<file path="src/rtl/iuvl_pkg.sv">
// Purpose: Shared constants for the input undervoltage lockout control block.
// Assumes: APB with 32-bit data, one aligned word per register.
// Notes:   Threshold reset value is unknown in hardware; zero is used here.
package iuvl_pkg;
  // ==========================================================================
  // Register map
  localparam logic [7:0] IUVL_THRESH_OFF = 8'h00;
  localparam logic [7:0] IUVL_STATUS_OFF = 8'h04;
  localparam logic [7:0] IUVL_MASK_OFF   = 8'h08;
  // ==========================================================================
  // Field layout of the threshold register
  localparam int         IUVL_EN_BIT     = 7;
  localparam int         IUVL_CODE_W     = 6;
  localparam logic [7:0] IUVL_THRESH_RST = 8'h00;
  localparam logic [7:0] IUVL_WR_MASK    = 8'hBF;
  // ==========================================================================
  // Status and mask layout
  localparam int         IUVL_ST_LOW_BIT  = 0;
  localparam int         IUVL_ST_FALL_BIT = 1;
  localparam logic [1:0] IUVL_ST_RST      = 2'h0;
  localparam logic [1:0] IUVL_MASK_RST    = 2'h0;
endpackage

</file>
<file path="src/rtl/iuvl_ctrl.sv">
// Purpose: Register, synchroniser and flag logic for input undervoltage lockout.
// Assumes: Comparator output is asynchronous; APB is synchronous to core_clk.
// Notes:   Unmapped reads return zero and unmapped writes are dropped.
`timescale 1ns/1ps

// What this block does
// - Six-bit lockout threshold code lives in bits 5..0, driving the DAC.
// - Bit 7 enables the lockout DAC; detection only works while it is set.
// - Bit 6 is unimplemented, reads zero, writes ignored.
// - Input-low flag sets while the comparator reports supply below threshold.
// - Input-low flag clears by itself once the supply rises above threshold.
// - The flag sets regardless of any interrupt enable.
module iuvl_ctrl
  import iuvl_pkg::*;
(
  input  wire logic                   core_clk,
  input  wire logic                   rst_n,
  input  wire logic                   psel,
  input  wire logic                   penable,
  input  wire logic                   pwrite,
  input  wire logic [7:0]             paddr,
  input  wire logic [31:0]            pwdata,
  output logic                        pready,
  output logic [31:0]                 prdata,
  output logic                        pslverr,
  input  wire logic                   supply_below_cmp,
  output logic                        lockout_enable,
  output logic [IUVL_CODE_W-1:0]      lockout_threshold_code,
  output logic                        input_low_flag,
  output logic                        irq
);

  // ==========================================================================
  // Types
  // One select bit per mapped register; all clear means an unmapped offset.
  typedef struct packed {
    logic thresh;
    logic status;
    logic mask;
  } iuvl_sel_t;

  typedef struct packed {
    logic [7:0]  thresh;
    logic        sync1;
    logic        sync2;
    logic        low;
    logic [1:0]  status;
    logic [1:0]  mask;
    logic [31:0] rdata;
    logic        ack_due;
  } iuvl_state_t;

  localparam iuvl_state_t STATE_RST = '{
    thresh  : IUVL_THRESH_RST,
    sync1   : 1'b0,
    sync2   : 1'b0,
    low     : 1'b0,
    status  : IUVL_ST_RST,
    mask    : IUVL_MASK_RST,
    rdata   : 32'h00000000,
    ack_due : 1'b0
  };

  // ==========================================================================
  // Helpers
  // The write path and the read path share one decode, so they cannot
  // disagree on which register an offset selects.
  function automatic iuvl_sel_t decode_addr(input logic [7:0] addr);
    iuvl_sel_t hit;
    hit        = '0;
    hit.thresh = (addr == IUVL_THRESH_OFF);
    hit.status = (addr == IUVL_STATUS_OFF);
    hit.mask   = (addr == IUVL_MASK_OFF);
    return hit;
  endfunction

  // Bit 6 has no storage, so it is dropped on write and on read alike.
  function automatic logic [7:0] keep_impl_bits(input logic [7:0] value);
    logic [7:0] kept;
    kept = value & IUVL_WR_MASK;
    return kept;
  endfunction

  function automatic logic enable_field(input logic [7:0] thresh);
    logic en;
    en = thresh[IUVL_EN_BIT];
    return en;
  endfunction

  function automatic logic [IUVL_CODE_W-1:0] code_field(input logic [7:0] thresh);
    logic [IUVL_CODE_W-1:0] code;
    code = thresh[IUVL_CODE_W-1:0];
    return code;
  endfunction

  function automatic logic [31:0] zext_byte(input logic [7:0] value);
    logic [31:0] word;
    word = {24'h000000, value};
    return word;
  endfunction

  function automatic logic [31:0] zext_pair(input logic [1:0] value);
    logic [31:0] word;
    word = {30'h0, value};
    return word;
  endfunction

  function automatic logic [31:0] read_word(input iuvl_sel_t   hit,
                                            input iuvl_state_t cur);
    logic [31:0] word;
    word = 32'h00000000;
    if (hit.thresh) begin
      word = zext_byte(keep_impl_bits(cur.thresh));
    end
    if (hit.status) begin
      word = zext_pair(cur.status);
    end
    if (hit.mask) begin
      word = zext_pair(cur.mask);
    end
    return word;
  endfunction

  // Lockout only counts while the enable bit is set, so a disabled block can
  // neither raise the flag nor log events.
  function automatic logic gate_low(input logic below, input logic [7:0] thresh);
    logic gated;
    gated = below & enable_field(thresh);
    return gated;
  endfunction

  function automatic logic [1:0] next_status(input logic [1:0] cur,
                                             input logic       clear,
                                             input logic       low,
                                             input logic       rise);
    logic [1:0] nxt;
    nxt = cur;
    if (clear) begin
      nxt = 2'h0;
    end
    // Set wins over the read clear, so an event in the clearing cycle stays.
    if (low) begin
      nxt[IUVL_ST_LOW_BIT] = 1'b1;
    end
    if (rise) begin
      nxt[IUVL_ST_FALL_BIT] = 1'b1;
    end
    return nxt;
  endfunction

  function automatic logic irq_level(input logic [1:0] status, input logic [1:0] mask);
    logic level;
    level = |(status & mask);
    return level;
  endfunction

  // ==========================================================================
  // Signals
  iuvl_state_t st_r;
  iuvl_state_t st_nxt;
  iuvl_sel_t   sel;
  logic        acc;
  logic        wr_take;
  logic        rd_take;
  logic        stat_clr;
  logic        low_now;
  logic        low_rise;

  assign acc      = psel & penable;
  assign sel      = decode_addr(paddr);
  // A write lands only on the edge that completes the transfer.
  assign wr_take  = acc & pwrite & st_r.ack_due;
  // Reads capture and clear on the first access edge and only there, so an
  // event that arrives during the wait state is not wiped out unseen.
  assign rd_take  = acc & ~pwrite & ~st_r.ack_due;
  assign stat_clr = rd_take & sel.status;
  // The second stage alone feeds the flag; the first stage is never looked at.
  assign low_now  = gate_low(st_r.sync2, st_r.thresh);
  assign low_rise = low_now & ~st_r.low;

  // ==========================================================================
  // Next state
  always_comb begin
    st_nxt         = st_r;
    st_nxt.sync1   = supply_below_cmp;
    st_nxt.sync2   = st_r.sync1;
    // Level follows the comparator both ways, no interrupt enable gates it.
    st_nxt.low     = low_now;
    st_nxt.ack_due = acc & ~st_r.ack_due;
    if (wr_take && sel.thresh) begin
      st_nxt.thresh = keep_impl_bits(pwdata[7:0]);
    end
    if (wr_take && sel.mask) begin
      st_nxt.mask = pwdata[1:0];
    end
    if (rd_take) begin
      st_nxt.rdata = read_word(sel, st_r);
    end
    st_nxt.status  = next_status(st_r.status, stat_clr, low_now, low_rise);
  end

  // ==========================================================================
  // Registers
  always_ff @(posedge core_clk or negedge rst_n) begin
    if (!rst_n) begin
      st_r <= STATE_RST;
    end else begin
      st_r <= st_nxt;
    end
  end

  // ==========================================================================
  // Outputs
  // One wait state: read data is registered on the first access edge, so
  // pready is held back until the second access cycle.
  assign pready                 = acc & st_r.ack_due;
  assign pslverr                = 1'b0;
  assign prdata                 = st_r.rdata;
  assign lockout_enable         = enable_field(st_r.thresh);
  assign lockout_threshold_code = code_field(st_r.thresh);
  assign input_low_flag         = st_r.low;
  assign irq                    = irq_level(st_r.status, st_r.mask);

endmodule

</file>
<file path="config.mk">
export PLATFORM = sky130hd
export DESIGN_NAME = iuvl_ctrl
export DESIGN_NICKNAME = d
export VERILOG_FILES = /design/src/rtl/iuvl_pkg.sv /design/src/rtl/iuvl_ctrl.sv
export SDC_FILE = /design/constraint.sdc
export NUM_CORES = 1
export LEC_CHECK = 0
export BUFFER_PORTS_ARGS = -buffer_cell sky130_fd_sc_hd__buf_2
export CORE_MARGIN = 2
export CORE_UTILIZATION = 36
export CTS_CLUSTER_SIZE = 25
export DETAILED_ROUTE_END_ITERATION = 8
export PLACE_DENSITY_LB_ADDON = 0.05
export SETUP_SLACK_MARGIN = 0.15
export SLEW_MARGIN = 0
export SYNTH_ARGS = -nofsm -noshare
export SYNTH_HDL_FRONTEND = slang
export SYNTH_SLANG_ARGS = --single-unit
export TNS_END_PERCENT = 20
</file>
<file path="constraint.sdc">
create_clock -name core_clk -period 1.2 [get_ports core_clk]
set_input_delay 0.06 -clock core_clk [delete_from_list [all_inputs] [get_ports core_clk]]
set_output_delay 0.06 -clock core_clk [all_outputs]
set_load 0.02 [all_outputs]
</file>
# After elaboration in Yosys (flattened, before gate mapping)
# Index checks and enable logic that the tools add are counted.
# totals
register_bits	47
wordCells	37
output_inout_bits	43
# classes
bitwise_logic	14
mux	6
reduce_logical	6
n_eq_ne	2
# ops
op	count
two-way mux 32 bit	2
bitwise AND 1 bit	10
equality test 8 x 3 -> 1 bit (second input constant)	1
equality test 8 x 4 -> 1 bit (second input constant)	1
zero test 8 bit	1
two-way mux 8 bit	1
nonzero test 2 bit	2
NOT 1 bit	3
bitwise AND 2 bit	1
logical AND 1 bit	2
two-way mux 1 bit	2
two-way mux 2 bit	1
OR reduction 2 bit	1

# Longest topological paths before layout
# Gate-level depths: netlist of the first run.
# depth
depth_word	6
ltp_mapped	4
ltp_nobuf	3

# Worst setup path before layout of the first run
# OpenSTA, ideal clock, no wires.
# synth_path
kind	flip-flop to flip-flop
from	register st_r[0] in the netlist's numbering
to	register st_r (netlist bit lockout_enable)
arrival_time_ns	1.294
setup_time_ns	0.125
setup_slack_ns	-0.218
stages_incl_launch_ff	5
required_time_ns	1.075
path_cell_list	dfrtp_1 and3_1 and4_1 buf_6 mux2_2
# synth_via
elab_chain_cells	2
# synth_lines
item	line	source
start: declaration	iuvl_ctrl.sv:159	iuvl_state_t st_r;
start signal: assignment	iuvl_ctrl.sv:208	st_r <= st_nxt;
bitwise AND 1 bit	iuvl_ctrl.sv:172	assign wr_take = acc & pwrite & st_r.ack_due;
logical AND 1 bit	iuvl_ctrl.sv:190	if (wr_take && sel.thresh) begin
# No other way between the ends.
# A chain may end at the register's enable or synchronous reset.

# Worst setup path in the final report of the first run
# layout_path
from	register st_r[0] in the netlist's numbering
to	register st_r (netlist bit lockout_threshold_code[0])
# Same word-level chain as after synthesis.

==> results of run 1 <==
-- Yosys cell counts, drive strengths merged --
cell / number / share of area, %
buf: 40 / 24
dfrtp: 22 / 44
mux2: 11 / 9.9
nand2: 8 / 2.4
inv: 6 / 1.8
nand4: 6 / 3.0
o21ai: 5 / 2.0
a22o: 2 / 1.4
and2: 2 / 1.0
nand3: 2 / 0.80
nor3: 2 / 0.80
a21o: 1 / 0.60
and3: 1 / 0.50
and4: 1 / 0.70
and4bb: 1 / 1.0
clkbuf: 1 / 0.30
conb: 1 / 0.30
nand4b: 1 / 0.70
nand4bb: 1 / 0.90
nor2: 1 / 0.30
nor2b: 1 / 0.50
nor4: 1 / 1.7
nor4b: 1 / 0.70
-- through the flow --
stage | TNS, ps | utilization [%]
floorplan | -829 | -
global placement | -1020 | 41.8
detailed placement | -1360 | 41.8
CTS | -1470 | 46.0
finish | -1290 | 46.7
global route | -2170 | 46.7
-- sequential cells by signal (all words and copies together), names as in the netlist --
signal and count:
prdata 7, input_low_flag 1, lockout_enable 1, st_r 6
st_nxt 1, lockout_threshold_code 6
-- path summary, 6_finish.rpt --
kind | start | endpoint | slack (ps) | cells past startpoint
worst min register to register | st_nxt[38] | st_r[38] | 360 | 0
worst max-delay path | st_r[0] | lockout_threshold_code[0] | -140 | 4
min in group asynchronous | rst_n | st_r[0] | 260 | 2
worst max register to register | st_r[0] | lockout_threshold_code[0] | -140 | 4
max in group asynchronous | rst_n | st_r[36] | 590 | 2
worst min-delay path | paddr[6] | prdata[1] | 200 | 5
-- final cells by class --
type                    instances  area, µm²  area share (%)
clock buffers                   3       22.5            1.45
repair buffers                 59        400            25.7
multi-input cells              74        504            32.4
inverters                       6       22.5            1.45
well taps                      46       57.6            3.69
flip-flops and latches         22        551            35.3
-- layer usage --
layer	global-route usage (%)	wire length, µm	up-vias
li1	-	-	428
met1	16.3	1030	415
met2	21.1	1110	35
met3	4.14	145	2
met4	3.33	15	0
met5	0	0	-
-- cells by family after synthesis --
group                  count (synthesis)  share of synthesized area (%)
flip-flops                            22                           44.2
buffers and inverters                 47                           26.5
AO/OA/AOI/OAI                          8                           4.02
other                                  1                          0.301
AND/OR/NAND/NOR                       29                           15.1
multiplexers                          11                           9.94
-- placed cells by master, fill, tap and decap left out, drive strengths merged, types with 3 or more instances in the layout --
cell	instances
buf	48
clkbuf	3
conb	26
dfrtp	22
dlygate4sd3	11
inv	6
mux2	11
nand2	8
nand4	6
o21ai	5
-- critical path, stage by stage (launching register included) --
cell	delay [ps]
dfrtp_1	390
and3_4	190
and4_4	220
buf_12	130
mux2_4	300
-- power breakdown --
| group | switching (mW) | internal (mW) |
|---|---|---|
| Combinational | 0.133 | 0.0824 |
| Sequential | 0.00581 | 0.750 |
| Clock | 0.201 | 0.117 |
-- repair_timing --
action                                  4_1_cts  5_1_grt
resized for setup                             7        6
endpoints found under the hold margin        30        1
hold buffers                                 10        1
endpoints found under the setup margin       20       20
setup buffers                                 0        1
pin swaps                                     8        7
==> flow_metrics.env, run 1 <==
export IMPL_die_area_um2=3950
export IMPL_diodes=0
export IMPL_ios=89
export IMPL_maxCapViolations=0
export IMPL_finalMaxSlewViolations=0
export IMPL_worst_pin_slew_ps=517
export IMPL_crit_arrival_ps=1530
export IMPL_portBuffers=37
export IMPL_syn_to_final_growth_pct=25.0
export IMPL_start_util_pct=37.3
export IMPL_min_period_ps=1340
export IMPL_rsz0062_at_grt="true"
export IMPL_fmax_mhz=748
export IMPL_synth_seq_cells=22
export IMPL_start_kind="flip-flop"
export IMPL_hold_ws_ps=199
export IMPL_hold_class="primary input to flip-flop"
export IMPL_synth_seq_area_share_pct=44.2
export IMPL_place_area_um2=1390
export IMPL_drtIter0Drc=20
export IMPL_drive_gt1_share_pct=41.5
export IMPL_post_drt_wl_per_cell_um=10.9
export IMPL_dp_hpwl_mm=1.78
export IMPL_finClkSkew_ps=5.17
export IMPL_final_area_um2=1560
export IMPL_post_route_period_util_pct=111
export IMPL_route_antenna_remaining_nets=0
export IMPL_yosys_warnings=0
export IMPL_cts_root_buf="clkbuf_4"
export IMPL_setup_ws_ps=-138
export IMPL_hold_violations=0
export IMPL_grt_pass1_wl_mm=4.00
export IMPL_core_um2=3340
export IMPL_dp_cells=195
export IMPL_synthesis_area_um2=1250
export IMPL_violations="setup timing"
export IMPL_dr_pass1_iters=4
export IMPL_gp_congestion=0.787
export IMPL_path_max_fanout=7
export IMPL_critPathCaptureType="flip-flop"
export IMPL_status="complete, but fails checks"
export IMPL_htree_levels=1
export IMPL_grt_overflow_total=0
export IMPL_n_fill_cell=355
export IMPL_power_leakage_nw=0.828
export IMPL_die_x_um=62.8
export IMPL_first_global_vias=851
export IMPL_cts_made_buffers=3
export IMPL_die_h_um=62.8
export IMPL_finish_net_count=212
export IMPL_setup_viol_count_final=15
export IMPL_pre_cts_ws_ps=-128
export IMPL_vias_per_cell=4.19
export IMPL_synthCells=118
export IMPL_grt_max_degree=23
export IMPL_clk_insertion_delay_late_ps=300
export IMPL_cts_tree="done"
export IMPL_cts_buffer_depth=2
export IMPL_cp_required_ps=1390
export IMPL_grt_use_total_pct=12.9
export IMPL_drcViolationCount=0
export IMPL_vias=880
export IMPL_clk_pin_slew_worst_paths_ps=110
export IMPL_fin_cells=210
export IMPL_pwr_density_cell_nw_per_um2=828
export IMPL_power_mw=1.29
export IMPL_ir_drop_mv=0.714
export IMPL_antenna_found_initial=0
export IMPL_critPathKind="flip-flop to flip-flop"
export IMPL_synth_cell_types=24
export IMPL_wl_mm=2.30
export IMPL_rows=21
export IMPL_syn_avg_cell_area_um2=10.6
export IMPL_cts_sinks=22
export IMPL_relSlewSlack_pct=65.5
Note: power is estimated with default switching activity, not from simulation.
==> inputs of run 2 (changes only) <==
RECOVER_POWER = 50   (was unset)
==> flow_metrics.env, run 2 (synthesized netlist as in run 1, its figures left out) <==
export IMPL_violations="setup timing"
export IMPL_cts_root_buf="clkbuf_4"
export IMPL_fin_tns_setup_ps=-1290
export IMPL_htree_levels=1
export IMPL_relSlewSlack_pct=61.7
export IMPL_core_um2=3340
export IMPL_route_antenna_remaining_nets=0
export IMPL_dp_hpwl_mm=1.78
export IMPL_hold_class="primary input to flip-flop"
export IMPL_status="complete, but fails checks"
export IMPL_drcViolationCount=0
export IMPL_grt_pass1_wl_mm=4.00
export IMPL_pre_cts_ws_ps=-128
export IMPL_power_mw=1.29
export IMPL_die_x_um=62.8
export IMPL_wl_met1_mm=1.03
export IMPL_layout_cells_most_common_list="buf_2, conb_1, dfrtp_1"
export IMPL_critPathKind="flip-flop to flip-flop"
export IMPL_start_util_pct=37.3
export IMPL_crit_arrival_ps=1530
export IMPL_clk_insertion_delay_late_ps=300
export IMPL_diodes=0
export IMPL_routed_wl_met2_mm=1.11
export IMPL_wl_mm=2.30
export IMPL_drive_gt1_share_pct=41.5
export IMPL_hold_violations=0
export IMPL_critPathCaptureType="flip-flop"
export IMPL_antenna_found_initial=0
export IMPL_drtIter0Drc=20
export IMPL_ir_drop_mv=0.714
export IMPL_rows=21
export IMPL_vias=880
export IMPL_grt_max_degree=23
export IMPL_power_leakage_nw=0.829
export IMPL_final_util_pct=46.7
export IMPL_cts_buffer_depth=2
export IMPL_dr_pass1_iters=4
export IMPL_min_period_ps=1340
export IMPL_cts_made_buffers=3
export IMPL_cts_sinks=22
export IMPL_cts_tree="done"
export IMPL_cp_required_ps=1390
export IMPL_finClkSkew_ps=5.17
export IMPL_largest_reg_flops=7
export IMPL_wl_met3_um=145
export IMPL_finish_net_count=212
export IMPL_portBuffers=37
export IMPL_clk_pin_slew_worst_paths_ps=110
export IMPL_post_drt_wl_per_cell_um=10.9
export IMPL_rsz0062_at_grt="true"
export IMPL_first_global_vias=851
export IMPL_post_route_period_util_pct=111
export IMPL_gp_congestion=0.787
export IMPL_layout_commonest_cell="buf_2"
export IMPL_top_layer_used="met4"
export IMPL_ios=89
export IMPL_fmax_mhz=748
export IMPL_grt_overflow_total=0
export IMPL_start_kind="flip-flop"
export IMPL_setup_viol_count_final=15
export IMPL_grt_use_total_pct=12.9
export IMPL_finalMaxSlewViolations=0
export IMPL_worst_pin_slew_ps=575
export IMPL_pwr_density_cell_nw_per_um2=828
export IMPL_setup_ws_ps=-138
export IMPL_n_fill_cell=355
export IMPL_die_area_um2=3950
export IMPL_path_max_fanout=7
export IMPL_die_h_um=62.8
export IMPL_maxCapViolations=0
export IMPL_vias_per_cell=4.19
export IMPL_syn_to_final_growth_pct=25.0
==> run 2: worst paths after layout <==
check | from | to | slack (ps) | depth (start not counted)
max | st_r[0] | lockout_threshold_code[0] | -140 | 4
min | paddr[6] | prdata[1] | 200 | 5
max reg2reg | st_r[0] | lockout_threshold_code[0] | -140 | 4
min reg2reg | st_nxt[38] | st_r[38] | 360 | 0
max in group asynchronous | rst_n | st_r[36] | 540 | 2
min in group asynchronous | rst_n | st_r[0] | 280 | 2
==> run 2: worst max-delay path, stage by stage (launching register included) <==
cell and delay (ps):
dfrtp_1 390, and3_4 190, and4_4 220, buf_12 130
mux2_4 300
==> run 2: stage by stage <==
step,area (µm²),hold slack [ps],std cells
5_1_grt,1560,229,210
4_1_cts,1540,2.13,208
3_5_place_dp,1390,63.7,195
3_3_place_gp,1390,62.6,195
6_report,1560,199,210
2_1_floorplan,1370,-236,143
==> run 2: area by class of cell <==
| class | instances | area (µm²) | share of cell area [%] |
|---|---|---|---|
| Tap cell | 46 | 57.6 | 3.69 |
| Multi-Input combinational cell | 74 | 504 | 32.4 |
| Sequential cell | 22 | 551 | 35.3 |
| Clock buffer | 3 | 22.5 | 1.45 |
| Timing Repair Buffer | 59 | 400 | 25.7 |
| Inverter | 6 | 22.5 | 1.45 |
==> run 2: timing repair <==
item,CTS,global route
resized for setup,7,6
endpoints found under the setup margin,20,20
endpoints found under the hold margin,30,1
buffers inserted,0,1
pin swaps,8,7
hold buffers,10,1
==> run 2: report_power, final <==
group          total (mW)  switching, mW  internal (mW)
Sequential          0.756        0.00581          0.750
Combinational       0.215          0.133         0.0824
Clock               0.318          0.201          0.117
==> run 2: layer usage <==
metal / up-vias / track usage (%)
met3: 2 / 4.14
met4: 0 / 3.33
li1: 428 / -
met1: 415 / 16.3
met2: 35 / 21.1
met5: - / 0
